### config.mk
export PLATFORM = sky130hd
export DESIGN_NAME = iopm_mapper
export DESIGN_NICKNAME = d
export VERILOG_FILES = /design/src/verilog/iopm_pkg.sv /design/src/verilog/iopm_out_sel.sv /design/src/verilog/iopm_mapper.sv
export SDC_FILE = /design/constraint.sdc
export NUM_CORES = 1
export LEC_CHECK = 0
export ABC_AREA = 1
export BUFFER_PORTS_ARGS = -buffer_cell sky130_fd_sc_hd__buf_2
export CORE_AREA = 5 5 474 476
export CTS_CLUSTER_DIAMETER = 40
export DETAILED_ROUTE_END_ITERATION = 10
export DIE_AREA = 0 0 479 481
export HOLD_SLACK_MARGIN = 0.03
export PLACE_DENSITY = 0.3
export SYNTH_ARGS = -nofsm -noshare
export SYNTH_HDL_FRONTEND = slang
export SYNTH_HIERARCHICAL = 1
export SYNTH_SLANG_ARGS = --single-unit
### constraint.sdc
create_clock -name sys_clk -period 0.8 [get_ports sys_clk]
set_input_delay 0 -clock sys_clk [delete_from_list [all_inputs] [get_ports sys_clk]]
set_output_delay 0 -clock sys_clk [all_outputs]
set_load 0.05 [all_outputs]
### src/verilog/iopm_pkg.sv
// constants and types for the process image mapper
package iopm_pkg;
  // ------------------------------------------------------------
  // image sizes
  // ------------------------------------------------------------
  localparam int unsigned BIT_IMAGE_W  = 64;
  localparam int unsigned WORD_COUNT   = 32;
  localparam int unsigned WORD_W       = 16;
  localparam int unsigned CHAN_W       = 32;

  // ------------------------------------------------------------
  // image bit positions
  // ------------------------------------------------------------
  localparam int unsigned GROUP_W      = 16;
  localparam int unsigned BYTE_W       = 8;
  localparam int unsigned POS_GROUP_B  = 16;
  localparam int unsigned POS_OUT_88   = 8;
  localparam int unsigned POS_OUT_248  = 24;
  localparam int unsigned IN_W_248     = 24;

  localparam logic [BIT_IMAGE_W-1:0] BIT_IMAGE_RST = 64'h0000_0000_0000_0000;
  localparam logic [CHAN_W-1:0]      CHAN_RST      = 32'h0000_0000;
  localparam logic [WORD_W-1:0]      WORD_RST      = 16'h0000;

  // ------------------------------------------------------------
  // module variants
  // ------------------------------------------------------------
  typedef enum logic [2:0] {
    IOPM_IN16    = 3'h0,
    IOPM_IN32    = 3'h1,
    IOPM_OUT16   = 3'h2,
    IOPM_OUT32   = 3'h3,
    IOPM_IO1616  = 3'h4,
    IOPM_IO0808  = 3'h5,
    IOPM_IO2408  = 3'h6
  } iopm_variant_t;
endpackage

### src/verilog/iopm_out_sel.sv
// selects output image bits to output channels per variant
`timescale 1ns/1ps
`default_nettype none
module iopm_out_sel (
  input  wire logic [2:0]  variant,
  input  wire logic [63:0] out_image,
  output logic      [31:0] chan_next
);
  always_comb begin
    chan_next = iopm_pkg::CHAN_RST;
    unique case (variant)
      iopm_pkg::IOPM_OUT16: begin
        chan_next[iopm_pkg::GROUP_W-1:0] = out_image[iopm_pkg::GROUP_W-1:0];
      end
      iopm_pkg::IOPM_OUT32: begin
        chan_next = out_image[iopm_pkg::CHAN_W-1:0];
      end
      iopm_pkg::IOPM_IO1616: begin
        chan_next[iopm_pkg::GROUP_W-1:0] =
          out_image[iopm_pkg::POS_GROUP_B +: iopm_pkg::GROUP_W];
      end
      iopm_pkg::IOPM_IO0808: begin
        chan_next[iopm_pkg::BYTE_W-1:0] =
          out_image[iopm_pkg::POS_OUT_88 +: iopm_pkg::BYTE_W];
      end
      iopm_pkg::IOPM_IO2408: begin
        chan_next[iopm_pkg::BYTE_W-1:0] =
          out_image[iopm_pkg::POS_OUT_248 +: iopm_pkg::BYTE_W];
      end
      // input-only and illegal codes drive nothing
      default: begin
        chan_next = iopm_pkg::CHAN_RST;
      end
    endcase
  end
endmodule
`default_nettype wire

### src/verilog/iopm_mapper.sv
// process image mapper between fieldbus images and field channels
//
// Overview of operation
// - sixteen-input variant: inputs 0-15 onto input image bits 0-15
// - thirty-two-input variant: group a on bits 0-15, group b on 16-31
// - sixteen-output variant: output image bits 0-15 drive outputs 0-15
// - thirty-two-output variant: bits 0-15 group a, bits 16-31 group b
// - 16/16 variant: inputs on bits 0-15, outputs from bits 16-31
// - 8/8 variant: inputs on bits 0-7, outputs from bits 8-15
// - 24/8 variant: inputs on bits 0-23, outputs from bits 24-31
// - input and output bit images are each 64 bits wide
// - word images hold 32 sixteen-bit words, unused by digital variants
`timescale 1ns/1ps
`default_nettype none
module iopm_mapper (
  input  wire logic         sys_clk,
  input  wire logic         rst_n,
  input  wire logic         clk_en,
  input  wire logic [2:0]   variant,
  input  wire logic [15:0]  input_group_a,
  input  wire logic [15:0]  input_group_b,
  input  wire logic [63:0]  output_image_bit,
  input  wire logic [511:0] output_word_image,
  output logic      [63:0]  input_image_bit,
  output logic      [511:0] input_word_image,
  output logic      [15:0]  output_group_a,
  output logic      [15:0]  output_group_b
);
  // ------------------------------------------------------------
  // input image areas in use
  // ------------------------------------------------------------
  // a second, independent table: a slip in the channel case below still
  // cannot light a reserved bit that the master reads
  logic [63:0] in_used;

  always_comb begin
    in_used = iopm_pkg::BIT_IMAGE_RST;
    unique case (variant)
      iopm_pkg::IOPM_IN16: begin
        in_used[iopm_pkg::GROUP_W-1:0] = '1;
      end
      iopm_pkg::IOPM_IN32: begin
        in_used[iopm_pkg::CHAN_W-1:0] = '1;
      end
      iopm_pkg::IOPM_IO1616: begin
        in_used[iopm_pkg::GROUP_W-1:0] = '1;
      end
      iopm_pkg::IOPM_IO0808: begin
        in_used[iopm_pkg::BYTE_W-1:0] = '1;
      end
      iopm_pkg::IOPM_IO2408: begin
        in_used[iopm_pkg::IN_W_248-1:0] = '1;
      end
      // output-only and illegal codes report nothing
      default: begin
        in_used = iopm_pkg::BIT_IMAGE_RST;
      end
    endcase
  end

  // ------------------------------------------------------------
  // input image
  // ------------------------------------------------------------
  logic      [63:0] in_image;
  logic      [63:0] next_in_image;
  wire logic [31:0] in_chan;

  // group b above group a
  // per-channel wiring keeps the pairing of field pin and image bit explicit
  genvar ci;
  generate
    for (ci = 0; ci < iopm_pkg::GROUP_W; ci++) begin : g_chan
      assign in_chan[ci]                         = input_group_a[ci];
      assign in_chan[iopm_pkg::POS_GROUP_B + ci] = input_group_b[ci];
    end
  endgenerate

  always_comb begin
    next_in_image = iopm_pkg::BIT_IMAGE_RST;
    unique case (variant)
      iopm_pkg::IOPM_IN16: begin
        next_in_image[iopm_pkg::GROUP_W-1:0] = input_group_a;
      end
      iopm_pkg::IOPM_IO1616: begin
        next_in_image[iopm_pkg::GROUP_W-1:0] = input_group_a;
      end
      iopm_pkg::IOPM_IN32: begin
        next_in_image[iopm_pkg::CHAN_W-1:0] = in_chan;
      end
      iopm_pkg::IOPM_IO0808: begin
        next_in_image[iopm_pkg::BYTE_W-1:0] = input_group_a[iopm_pkg::BYTE_W-1:0];
      end
      iopm_pkg::IOPM_IO2408: begin
        next_in_image[iopm_pkg::IN_W_248-1:0] = in_chan[iopm_pkg::IN_W_248-1:0];
      end
      // output-only and illegal codes report nothing
      default: begin
        next_in_image = iopm_pkg::BIT_IMAGE_RST;
      end
    endcase
    next_in_image = next_in_image & in_used;
  end

  always_ff @(posedge sys_clk or negedge rst_n) begin
    if (!rst_n) begin
      in_image <= iopm_pkg::BIT_IMAGE_RST;
    end else if (clk_en) begin
      in_image <= next_in_image;
    end
  end

  assign input_image_bit = in_image;

  // ------------------------------------------------------------
  // output image areas in use
  // ------------------------------------------------------------
  // masking here as well as in the selector keeps a reserved bit from
  // ever reaching a channel, even if the selector table grows
  logic [63:0] out_used;
  logic [63:0] out_masked;

  always_comb begin
    out_used = iopm_pkg::BIT_IMAGE_RST;
    unique case (variant)
      iopm_pkg::IOPM_OUT16: begin
        out_used[iopm_pkg::GROUP_W-1:0] = '1;
      end
      iopm_pkg::IOPM_OUT32: begin
        out_used[iopm_pkg::CHAN_W-1:0] = '1;
      end
      iopm_pkg::IOPM_IO1616: begin
        out_used[iopm_pkg::POS_GROUP_B +: iopm_pkg::GROUP_W] = '1;
      end
      iopm_pkg::IOPM_IO0808: begin
        out_used[iopm_pkg::POS_OUT_88 +: iopm_pkg::BYTE_W] = '1;
      end
      iopm_pkg::IOPM_IO2408: begin
        out_used[iopm_pkg::POS_OUT_248 +: iopm_pkg::BYTE_W] = '1;
      end
      // input-only and illegal codes use no output bit
      default: begin
        out_used = iopm_pkg::BIT_IMAGE_RST;
      end
    endcase
  end

  assign out_masked = output_image_bit & out_used;

  // ------------------------------------------------------------
  // output channels
  // ------------------------------------------------------------
  logic [31:0] out_chan;
  logic [31:0] next_out_chan;

  iopm_out_sel u_out_sel (
    .variant   (variant),
    .out_image (out_masked),
    .chan_next (next_out_chan)
  );

  always_ff @(posedge sys_clk or negedge rst_n) begin
    if (!rst_n) begin
      out_chan <= iopm_pkg::CHAN_RST;
    end else if (clk_en) begin
      out_chan <= next_out_chan;
    end
  end

  assign output_group_a = out_chan[iopm_pkg::GROUP_W-1:0];
  assign output_group_b = out_chan[iopm_pkg::POS_GROUP_B +: iopm_pkg::GROUP_W];

  // ------------------------------------------------------------
  // word images
  // ------------------------------------------------------------
  // digital variants carry no word data; output words are ignored
  // each entry keeps its own flop so the word port has the same
  // one-cycle timing as the bit image
  wire logic [511:0] in_words;

  genvar gi;
  generate
    for (gi = 0; gi < iopm_pkg::WORD_COUNT; gi++) begin : g_word
      logic [iopm_pkg::WORD_W-1:0] word_q;
      logic [iopm_pkg::WORD_W-1:0] next_word;

      always_comb begin
        next_word = iopm_pkg::WORD_RST;
      end

      always_ff @(posedge sys_clk or negedge rst_n) begin
        if (!rst_n) begin
          word_q <= iopm_pkg::WORD_RST;
        end else if (clk_en) begin
          word_q <= next_word;
        end
      end

      assign in_words[gi*iopm_pkg::WORD_W +: iopm_pkg::WORD_W] = word_q;
    end
  endgenerate

  assign input_word_image = in_words;

  logic unused_words;
  assign unused_words = ^output_word_image;
endmodule
`default_nettype wire

# Yosys cells after proc, flatten, opt, wreduce, memory -nomap -nowiden
# Index checks and enable logic that the tools add are counted.
[classes]
addsub = 0
mul = 0
div = 0
order_cmp = 0
n_eq_ne = 6
shifts = 0
n_mux = 15
bitwise = 2
reduce_logical = 8
[ops]
columns = ["op", "n"]
rows = [
  ["two-way mux 8 bit", 12],
  ["bitwise AND 32 bit", 2],
  ["one-hot mux 8 bit (4 select lines)", 1],
  ["two-way mux 16 bit", 1],
  ["one-hot mux 8 bit (2 select lines)", 1],
  ["equality test 3 bit, second input constant", 3],
  ["equality test 3 x 2 -> 1 bit, second input constant", 2],
  ["OR reduction 2 bit", 3],
  ["OR reduction 3 bit", 2],
  ["OR reduction 5 bit", 1],
  ["OR reduction 4 bit", 1],
  ["equality test 3 x 1 -> 1 bit, second input constant", 1],
  ["logical NOT 3 bit", 1],
]
[totals]
ff_bits = 96
latch_bits = 0
ramBits = 0
mem_bits_ro = 0
input_bits = 614
out_inout_bits = 608
wordCells = 33
n_memories = 0

# Longest topological paths before layout
# Gate-level depths: netlist of run 1.
[logic_depth]
ltp_word = 5
ltp_mapped = 10
depth_no_buf = 10

# By module
# The synthesis of run 1 kept the hierarchy.
[modules_own_cells]
columns = ["module", "n_inst", "cells_each", "area_each_um2", "seq_area_each_um2"]
rows = [
  ["iopm_mapper", 1, 912, 6892.9, 1601.5],
  ["iopm_out_sel", 1, 133, 659.4, 0.0],
]

# Least setup slack after synthesis of run 1
# Ideal clock, no wire load.
[synth_path]
path_type = "register -> register"
startpoint = "register, netlist name input_image_bit[24]"
endpoint = "register in_image[24], in the netlist input_image_bit[24]"
setup_ps = 129
arrival_time_ps = 731
required_ps = 671
setup_slack_ps = -59
stages_incl_launch_ff = 3
n_path_buf = 0
period_less_slack_ps = 859
cell_sequence = "dfrtp_1 > nand2_1 > o21ai_0"
[synth_rtl]
columns = ["element", "line", "source"]
rows = [
  ["end signal, assigned", "iopm_mapper.sv:106", "in_image <= iopm_pkg::BIT_IMAGE_RST;"],
  ["end signal, assigned", "iopm_mapper.sv:108", "in_image <= next_in_image;"],
  ["end, declared", "iopm_mapper.sv:64", "logic [63:0] in_image;"],
]

# Final worst setup path of run 1
[layout_path]
startpoint = "register out_chan[0]"
endpoint = "output output_group_a[0]"
[layout_rtl]
columns = ["element", "line", "source"]
rows = [
  ["start, declared", "iopm_mapper.sv:152", "logic [31:0] out_chan;"],
  ["start signal, assigned", "iopm_mapper.sv:163", "out_chan <= iopm_pkg::CHAN_RST;"],
  ["start signal, assigned", "iopm_mapper.sv:165", "out_chan <= next_out_chan;"],
  ["end, declared", "iopm_mapper.sv:26", "output logic [15:0] output_group_a,"],
]
# No word-level cell between the ends.

==> out/metrics.yaml, run 1 <==
run_status:
  status: "finished, violations left"
  violations: "negative setup slack"
drt:
  drc: 0
  vias_per_cell: 1.27
  antenna_left: 0
  routedWlPerCell_um: 7.56
  routed-via-count: 5276
  drt_iter0_drc: 173
  drtPass1Iterations: 7
  wirelength_mm: 31.3
global_route:
  antenna_found_initial: 24
  gr-usage-all-layers_pct: 2.55
  grt_pass1_vias: 4814
  grt_max_degree: 42
  grt_overflow_total: 0
  grt_pass1_wl_mm: 39.4
logic_synthesis:
  synth_edf_count: 0
  synth-main-ff-cell: "dfrtp_1"
  ys_warn_count: 6
  yosysUniqueCellTypes: 19
  yosysMostFrequentCell: "buf_4"
  yosys-top-cells-count: "buf_4 (548), nand2_1 (224), inv_1 (76)"
  synth_cells: 1045
  ys_seq_area_share_pct: 21.2
  netlist_area_um2: 7550
  yosys.area.top_type: "buf_4"
  synthArstFlopShare_pct: 100
  ys_ff_latch: 64
  ys_top_cells_by_area: "buf_4 (54%), dfrtp_1 (21%), nand2_1 (11%)"
  synth.avg_cell_area_um2: 7.23
  synth_top_cell_area_share_pct: 54.5
clocking:
  root_buffer: "clkbuf_16"
  clkLatencyLatePin_ns: 0.39
  h-tree-depth: 3
  cts_made_buffers: 9
  clock_sinks: 64
  clk_pin_slew_worst_paths_ns: 0.08
  cts_tree: "yes"
  cts_buffer_depth: 2
floorplan:
  die-height_um: 481
  die_x_um: 479
  rows: 173
  die-area_um2: 230000
  start_util_pct: 3.42
  io_pins: 1222
  core_um2: 221000
worst_setup_path:
  crit_fanout: 2
  reg2reg_to: "out_chan[24]"
  crit_start: "out_chan[0]"
  critPathCapture: "output_group_a[0]"
  worstPathArrival_ns: 1.03
  crit_path_start_kind: "flop"
  cp_cell_sequence: "buf_12"
  crit_cells: 1
  critPathCaptureType: "output pin"
  timing.reg2reg.setup_slack_ns: 0.05
  rr_worst_depth: 3
  cpLargestDelayFamily: "flip-flops"
  crit_type: "flop to output pin"
  critPathMaxStageDelay_ns: 0.46
  cp_slowest_cell: "dfrtp_2"
  r2r-start: "out_chan[24]"
  critPathBufInv: 1
  cp.required_ns: 0.80
timing:
  finalSetupViolCount: 64
  rsz0062_at_grt: "yes"
  fin_skew_ns: 0
  hold_violations: 0
  finalCriticalPeriod_ns: 1.03
  drv_slew: 0
  post-route-period-util_pct: 129
  max_freq_mhz: 968
  worst_slack_ns: -0.233
pwr:
  vdd_drop_max_mv: 1.10
  powerDensity_nw_per_um2: 1450
  leakage_nw: 5.00
worst_hold_path:
  hp-class: "input pin to flop"
finish:
  final_util_pct: 5.32
  fin_cells: 4140
  multi_input_area_um2: 3640
  finish.instance_area_um2: 11700
  ff_latch_area_um2: 1680
  area_growth_pct: 55.3
  fill_cells: 26047
  final_nets: 1861
  layout-drive-gt1-share_pct: 24.8
place:
  place_area_um2: 10500
  gp_congestion: 0.677
  dpl.cell_count: 4081
  place_hpwl_mm: 27.2
  io_buffers: 133
run:
  max-cap-violations: 0
[metrics by stage]
step | total power, mW | worst slack, ns | hold slack [ns] | setup TNS [ns]
2_1_floorplan | 12.4 | -0.0190 | -0.296 | -0.0190
3_3_place_gp | 11.8 | -0.569 | -0.161 | -22.28
3_5_place_dp | 11.7 | -0.585 | -0.165 | -23.02
4_1_cts | 17.4 | -0.327 | 0.0272 | -14.56
5_1_grt | 18.0 | -0.317 | 0.0710 | -14.32
6_report | 17.0 | -0.233 | 0.0285 | -10.58
[how the worst min path moves through the flow]
stage                                    start  cells after the start  slack [ns]            endpoint
after floorplan                          rst_n                      0       -0.30  input_image_bit[0]
after global placement                   rst_n                      1       -0.16         out_chan[0]
after detailed placement                 rst_n                      1       -0.16         out_chan[0]
after CTS                 output_image_bit[30]                      7        0.03        out_chan[30]
after global routing                    clk_en                      4        0.07        out_chan[11]
final                                   clk_en                      4        0.03        out_chan[11]
[where the power goes]
part,internal (mW),switching [mW],leakage (nW)
Clock,2.77,2.12,0.157
Sequential,3.44,0.177,0.767
Combinational,1.15,7.35,4.07
Total,7.36,9.65,5.00
[routing by layer]
layer  vias up  global-route usage (%)  wire length (um)  share of wire [%]
li1       2450                       -                 -                  -
met3        56                   0.504              2010                6.4
met1      2401                    2.82             11300                 36
met2       369                    4.88             17300                 55
met5         -                       0                 0                  0
met4         0                   0.750               671                2.1
[registers in the layout, indices dropped and copies added (netlist names)]
name	cells
input_image_bit	32
out_chan	32
[layout by cell type, fill, tap and decap left out, drive strengths merged]
cell type    netlist  routed
inv               78      80
clkinv             0       2
nand3             10      10
nand3b             1       1
nor2              50      50
dfrtp             64      64
o21ai             33      33
bufinv             0       2
clkinvlp           0       1
diode              0       1
clkbuf             6       9
o21a               1       1
dlygate4sd3        0      34
conb               1     544
buf              559     179
nand2            226     226
nand4             16      16
[tightest hold or removal path: stages]
cell and delay [ns]:
buf_2 0.10, buf_12 0.14, nand2_1 0.06, nand2_1 0.05
[repair_timing]
item                       4_1_cts  5_1_grt
pin swaps                        2        8
hold endpoints to repair        98        2
buffers inserted                 5        3
resized for setup               94       43
hold buffers                    35        1
setup endpoints to repair       81       91
[area by class of cell]
cell class	instances	share of cell area, %
multi-input combinational	881	31.0
sequential	64	14.3
antenna	1	0.0213
inverter	78	2.50
tap	2887	30.8
clock inverter	7	0.875
timing repair buffer	213	18.5
clock buffer	9	1.92
[cell families (layout without fill, tap and decap cells)]
logic type / after synthesis / in the layout / synth area share (%)
buffers and inverters: 643 / 307 / 59.7
flip-flops: 64 / 64 / 21.2
other: 1 / 545 / 0.0497
AND/OR/NAND/NOR: 303 / 303 / 16.7
AO/OA/AOI/OAI: 34 / 34 / 2.29
No activity file was read; power rests on OpenSTA's default activity.
==> inputs of run 2 (changes only) <==
CORE_AREA = 3 3 472 474   (was 5 5 474 476)
DIE_AREA = 0 0 475 477   (was 0 0 479 481)
==> out/metrics.yaml, run 2 (same netlist as run 1, synthesis figures left out) <==
clocking:
  cts_buffer_depth: 2  # unchanged
  clk_pin_slew_worst_paths_ns: 0.08  # about the same
  clock_sinks: 64  # unchanged
  cts_tree: "yes"
  h-tree-depth: 3  # unchanged
  clkLatencyLatePin_ns: 0.39  # about the same
  cts_made_buffers: 9  # unchanged
  root_buffer: "clkbuf_16"
timing:
  drv_slew: 0  # unchanged
  finalCriticalPeriod_ns: 1.05  # +0.0188 ns
  worst_slack_ns: -0.252  # -0.0188 ns
  rsz0062_at_grt: "yes"
  fin_skew_ns: 0  # unchanged
  hold_violations: 0  # unchanged
  finalSetupViolCount: 64  # unchanged
  max_freq_mhz: 950  # -1.8%
  worst_hold_slack_ns: 0.0484  # +0.0199 ns
  post-route-period-util_pct: 132  # +2.4 points
run:
  max-cap-violations: 0  # unchanged
global_route:
  grt_pass1_vias: 4645  # -3.5%
  gr-usage-all-layers_pct: 2.65  # +0.11 points
  antenna_found_initial: 21  # -13%
  grt_overflow_total: 0  # unchanged
  grt_pass1_wl_mm: 40.4  # +2.5%
  grt_max_degree: 33  # -21%
finish:
  layout_commonest_cell: "conb_1"
  layout-drive-gt1-share_pct: 25.4  # +0.66 points
  area_growth_pct: 56.1
  antennaDiodeCount: 0  # -1
  final_util_pct: 5.37  # +0.059 points
  final_nets: 1868  # +0.38%
  mostFrequentLayoutCells: "conb_1 (544), nand2_1 (213), inv_1 (72)"
worst_setup_path:
  crit_fanout: 2  # unchanged
  crit_type: "flop to output pin"
  cp_slowest_cell: "dfrtp_2"
  cp.required_ns: 0.80  # about the same
  cp_cell_sequence: "buf_12"
  critPathCaptureType: "output pin"
  crit_path_start_kind: "flop"
  cpLargestDelayFamily: "flip-flops"
  critPathMaxStageDelay_ns: 0.47  # about the same
  critPathBufInv: 1  # unchanged
  worstPathArrival_ns: 1.05  # +0.02 ns
drt:
  vias_per_cell: 1.28  # +0.70%
  routed-via-count: 5300  # +0.45%
  antenna_left: 0  # unchanged
  drc: 0  # unchanged
  drtPass1Iterations: 4  # -3
  routedWlPerCell_um: 7.58  # +0.25%
  drt_iter0_drc: 233  # +35%
  wirelength_mm: 31.3  # about the same
floorplan:
  io_pins: 1222  # unchanged
  core_um2: 219000  # -0.58%
  start_util_pct: 3.44  # +0.020 points
  die-height_um: 477  # -0.83%
  rows: 172  # -0.58%
  die-area_um2: 227000  # -1.7%
  die_x_um: 475  # -0.84%
place:
  place_hpwl_mm: 26.9  # -0.95%
  gp_congestion: 0.700  # +3.4%
  io_buffers: 133  # unchanged
run_status:
  violations: "negative setup slack"
  status: "finished, violations left"
worst_hold_path:
  hp-class: "input pin to async pin"
pwr:
  vdd_drop_max_mv: 1.05  # -4.7%
  leakage_nw: 5.04  # +0.91%
  powerDensity_nw_per_um2: 1450  # +0.25%
[run 2: cell types whose count changed in the layout (fill, tap and decap cells not counted), moves of 2 or more]
cell / before / now
inv_1: 74 / 72
nand2_2: 8 / 10
buf_8: 3 / 5
inv_2: 4 / 6
buf_12: 37 / 39
nand2_1: 215 / 213
buf_4: 29 / 34
[run 2: final timing paths]
| path | startpoint | endpoint | slack (ns) | depth (start not counted) |
|---|---|---|---|---|
| min in group sys_clk | clk_en | input_image_bit[12] | 0.06 | 4 |
| min | rst_n | out_chan[4] | 0.05 | 2 |
| max reg2reg | out_chan[26] | out_chan[26] | 0.03 | 3 |
| min reg2reg | out_chan[8] | out_chan[8] | 0.49 | 2 |
| max in group asynchronous | rst_n | input_image_bit[26] | 0.28 | 3 |
| max | out_chan[0] | output_group_a[0] | -0.25 | 1 |
[run 2: what timing repair did]
item | in CTS | in global routing
hold endpoints to repair | 98 | 0
hold buffers | 34 | 0
endpoints found under the setup margin | 79 | 88
resized for setup | 104 | 37
buffers inserted | 9 | 3
pin swaps | 2 | 20
gates cloned | 0 | 0
[run 2: report_power, final]
part           switching (mW)  total, mW  internal (mW)  leakage, nW
logic                    7.37       8.56           1.19         4.12
registers               0.182       3.62           3.44        0.767
clock network            2.18       4.95           2.77        0.157
[run 2: cell type report]
cell class / instances / area, um^2
tap: 2871 / 3590
timing repair buffer: 220 / 2260
clock inverter: 7 / 103
clock buffer: 9 / 225
inverter: 78 / 293
multi-input combinational: 881 / 3630
fill: 25888 / 208000
sequential: 64 / 1680
[run 2: metal layers]
metal  track usage (%)  share of wire (%)
met1              2.73                 34
met2              5.28                 57
met3             0.544                6.6
met4             0.776                2.1
met5                 0                  0
[run 2: stage by stage]
| step | worst slack, ns | power, mW | setup TNS, ns | instances | cell area [um^2] |
|---|---|---|---|---|---|
| detailed placement | -0.695 | 11.8 | -24.57 | 4069 | 10600 |
| CTS | -0.322 | 17.6 | -14.69 | 4128 | 11700 |
| global route | -0.318 | 18.1 | -14.46 | 4130 | 11800 |
| finish | -0.252 | 17.1 | -10.80 | 4130 | 11800 |
| floorplan | -0.0190 | 12.4 | -0.0190 | 1588 | 9700 |
| global placement | -0.683 | 11.9 | -23.16 | 4069 | 10600 |
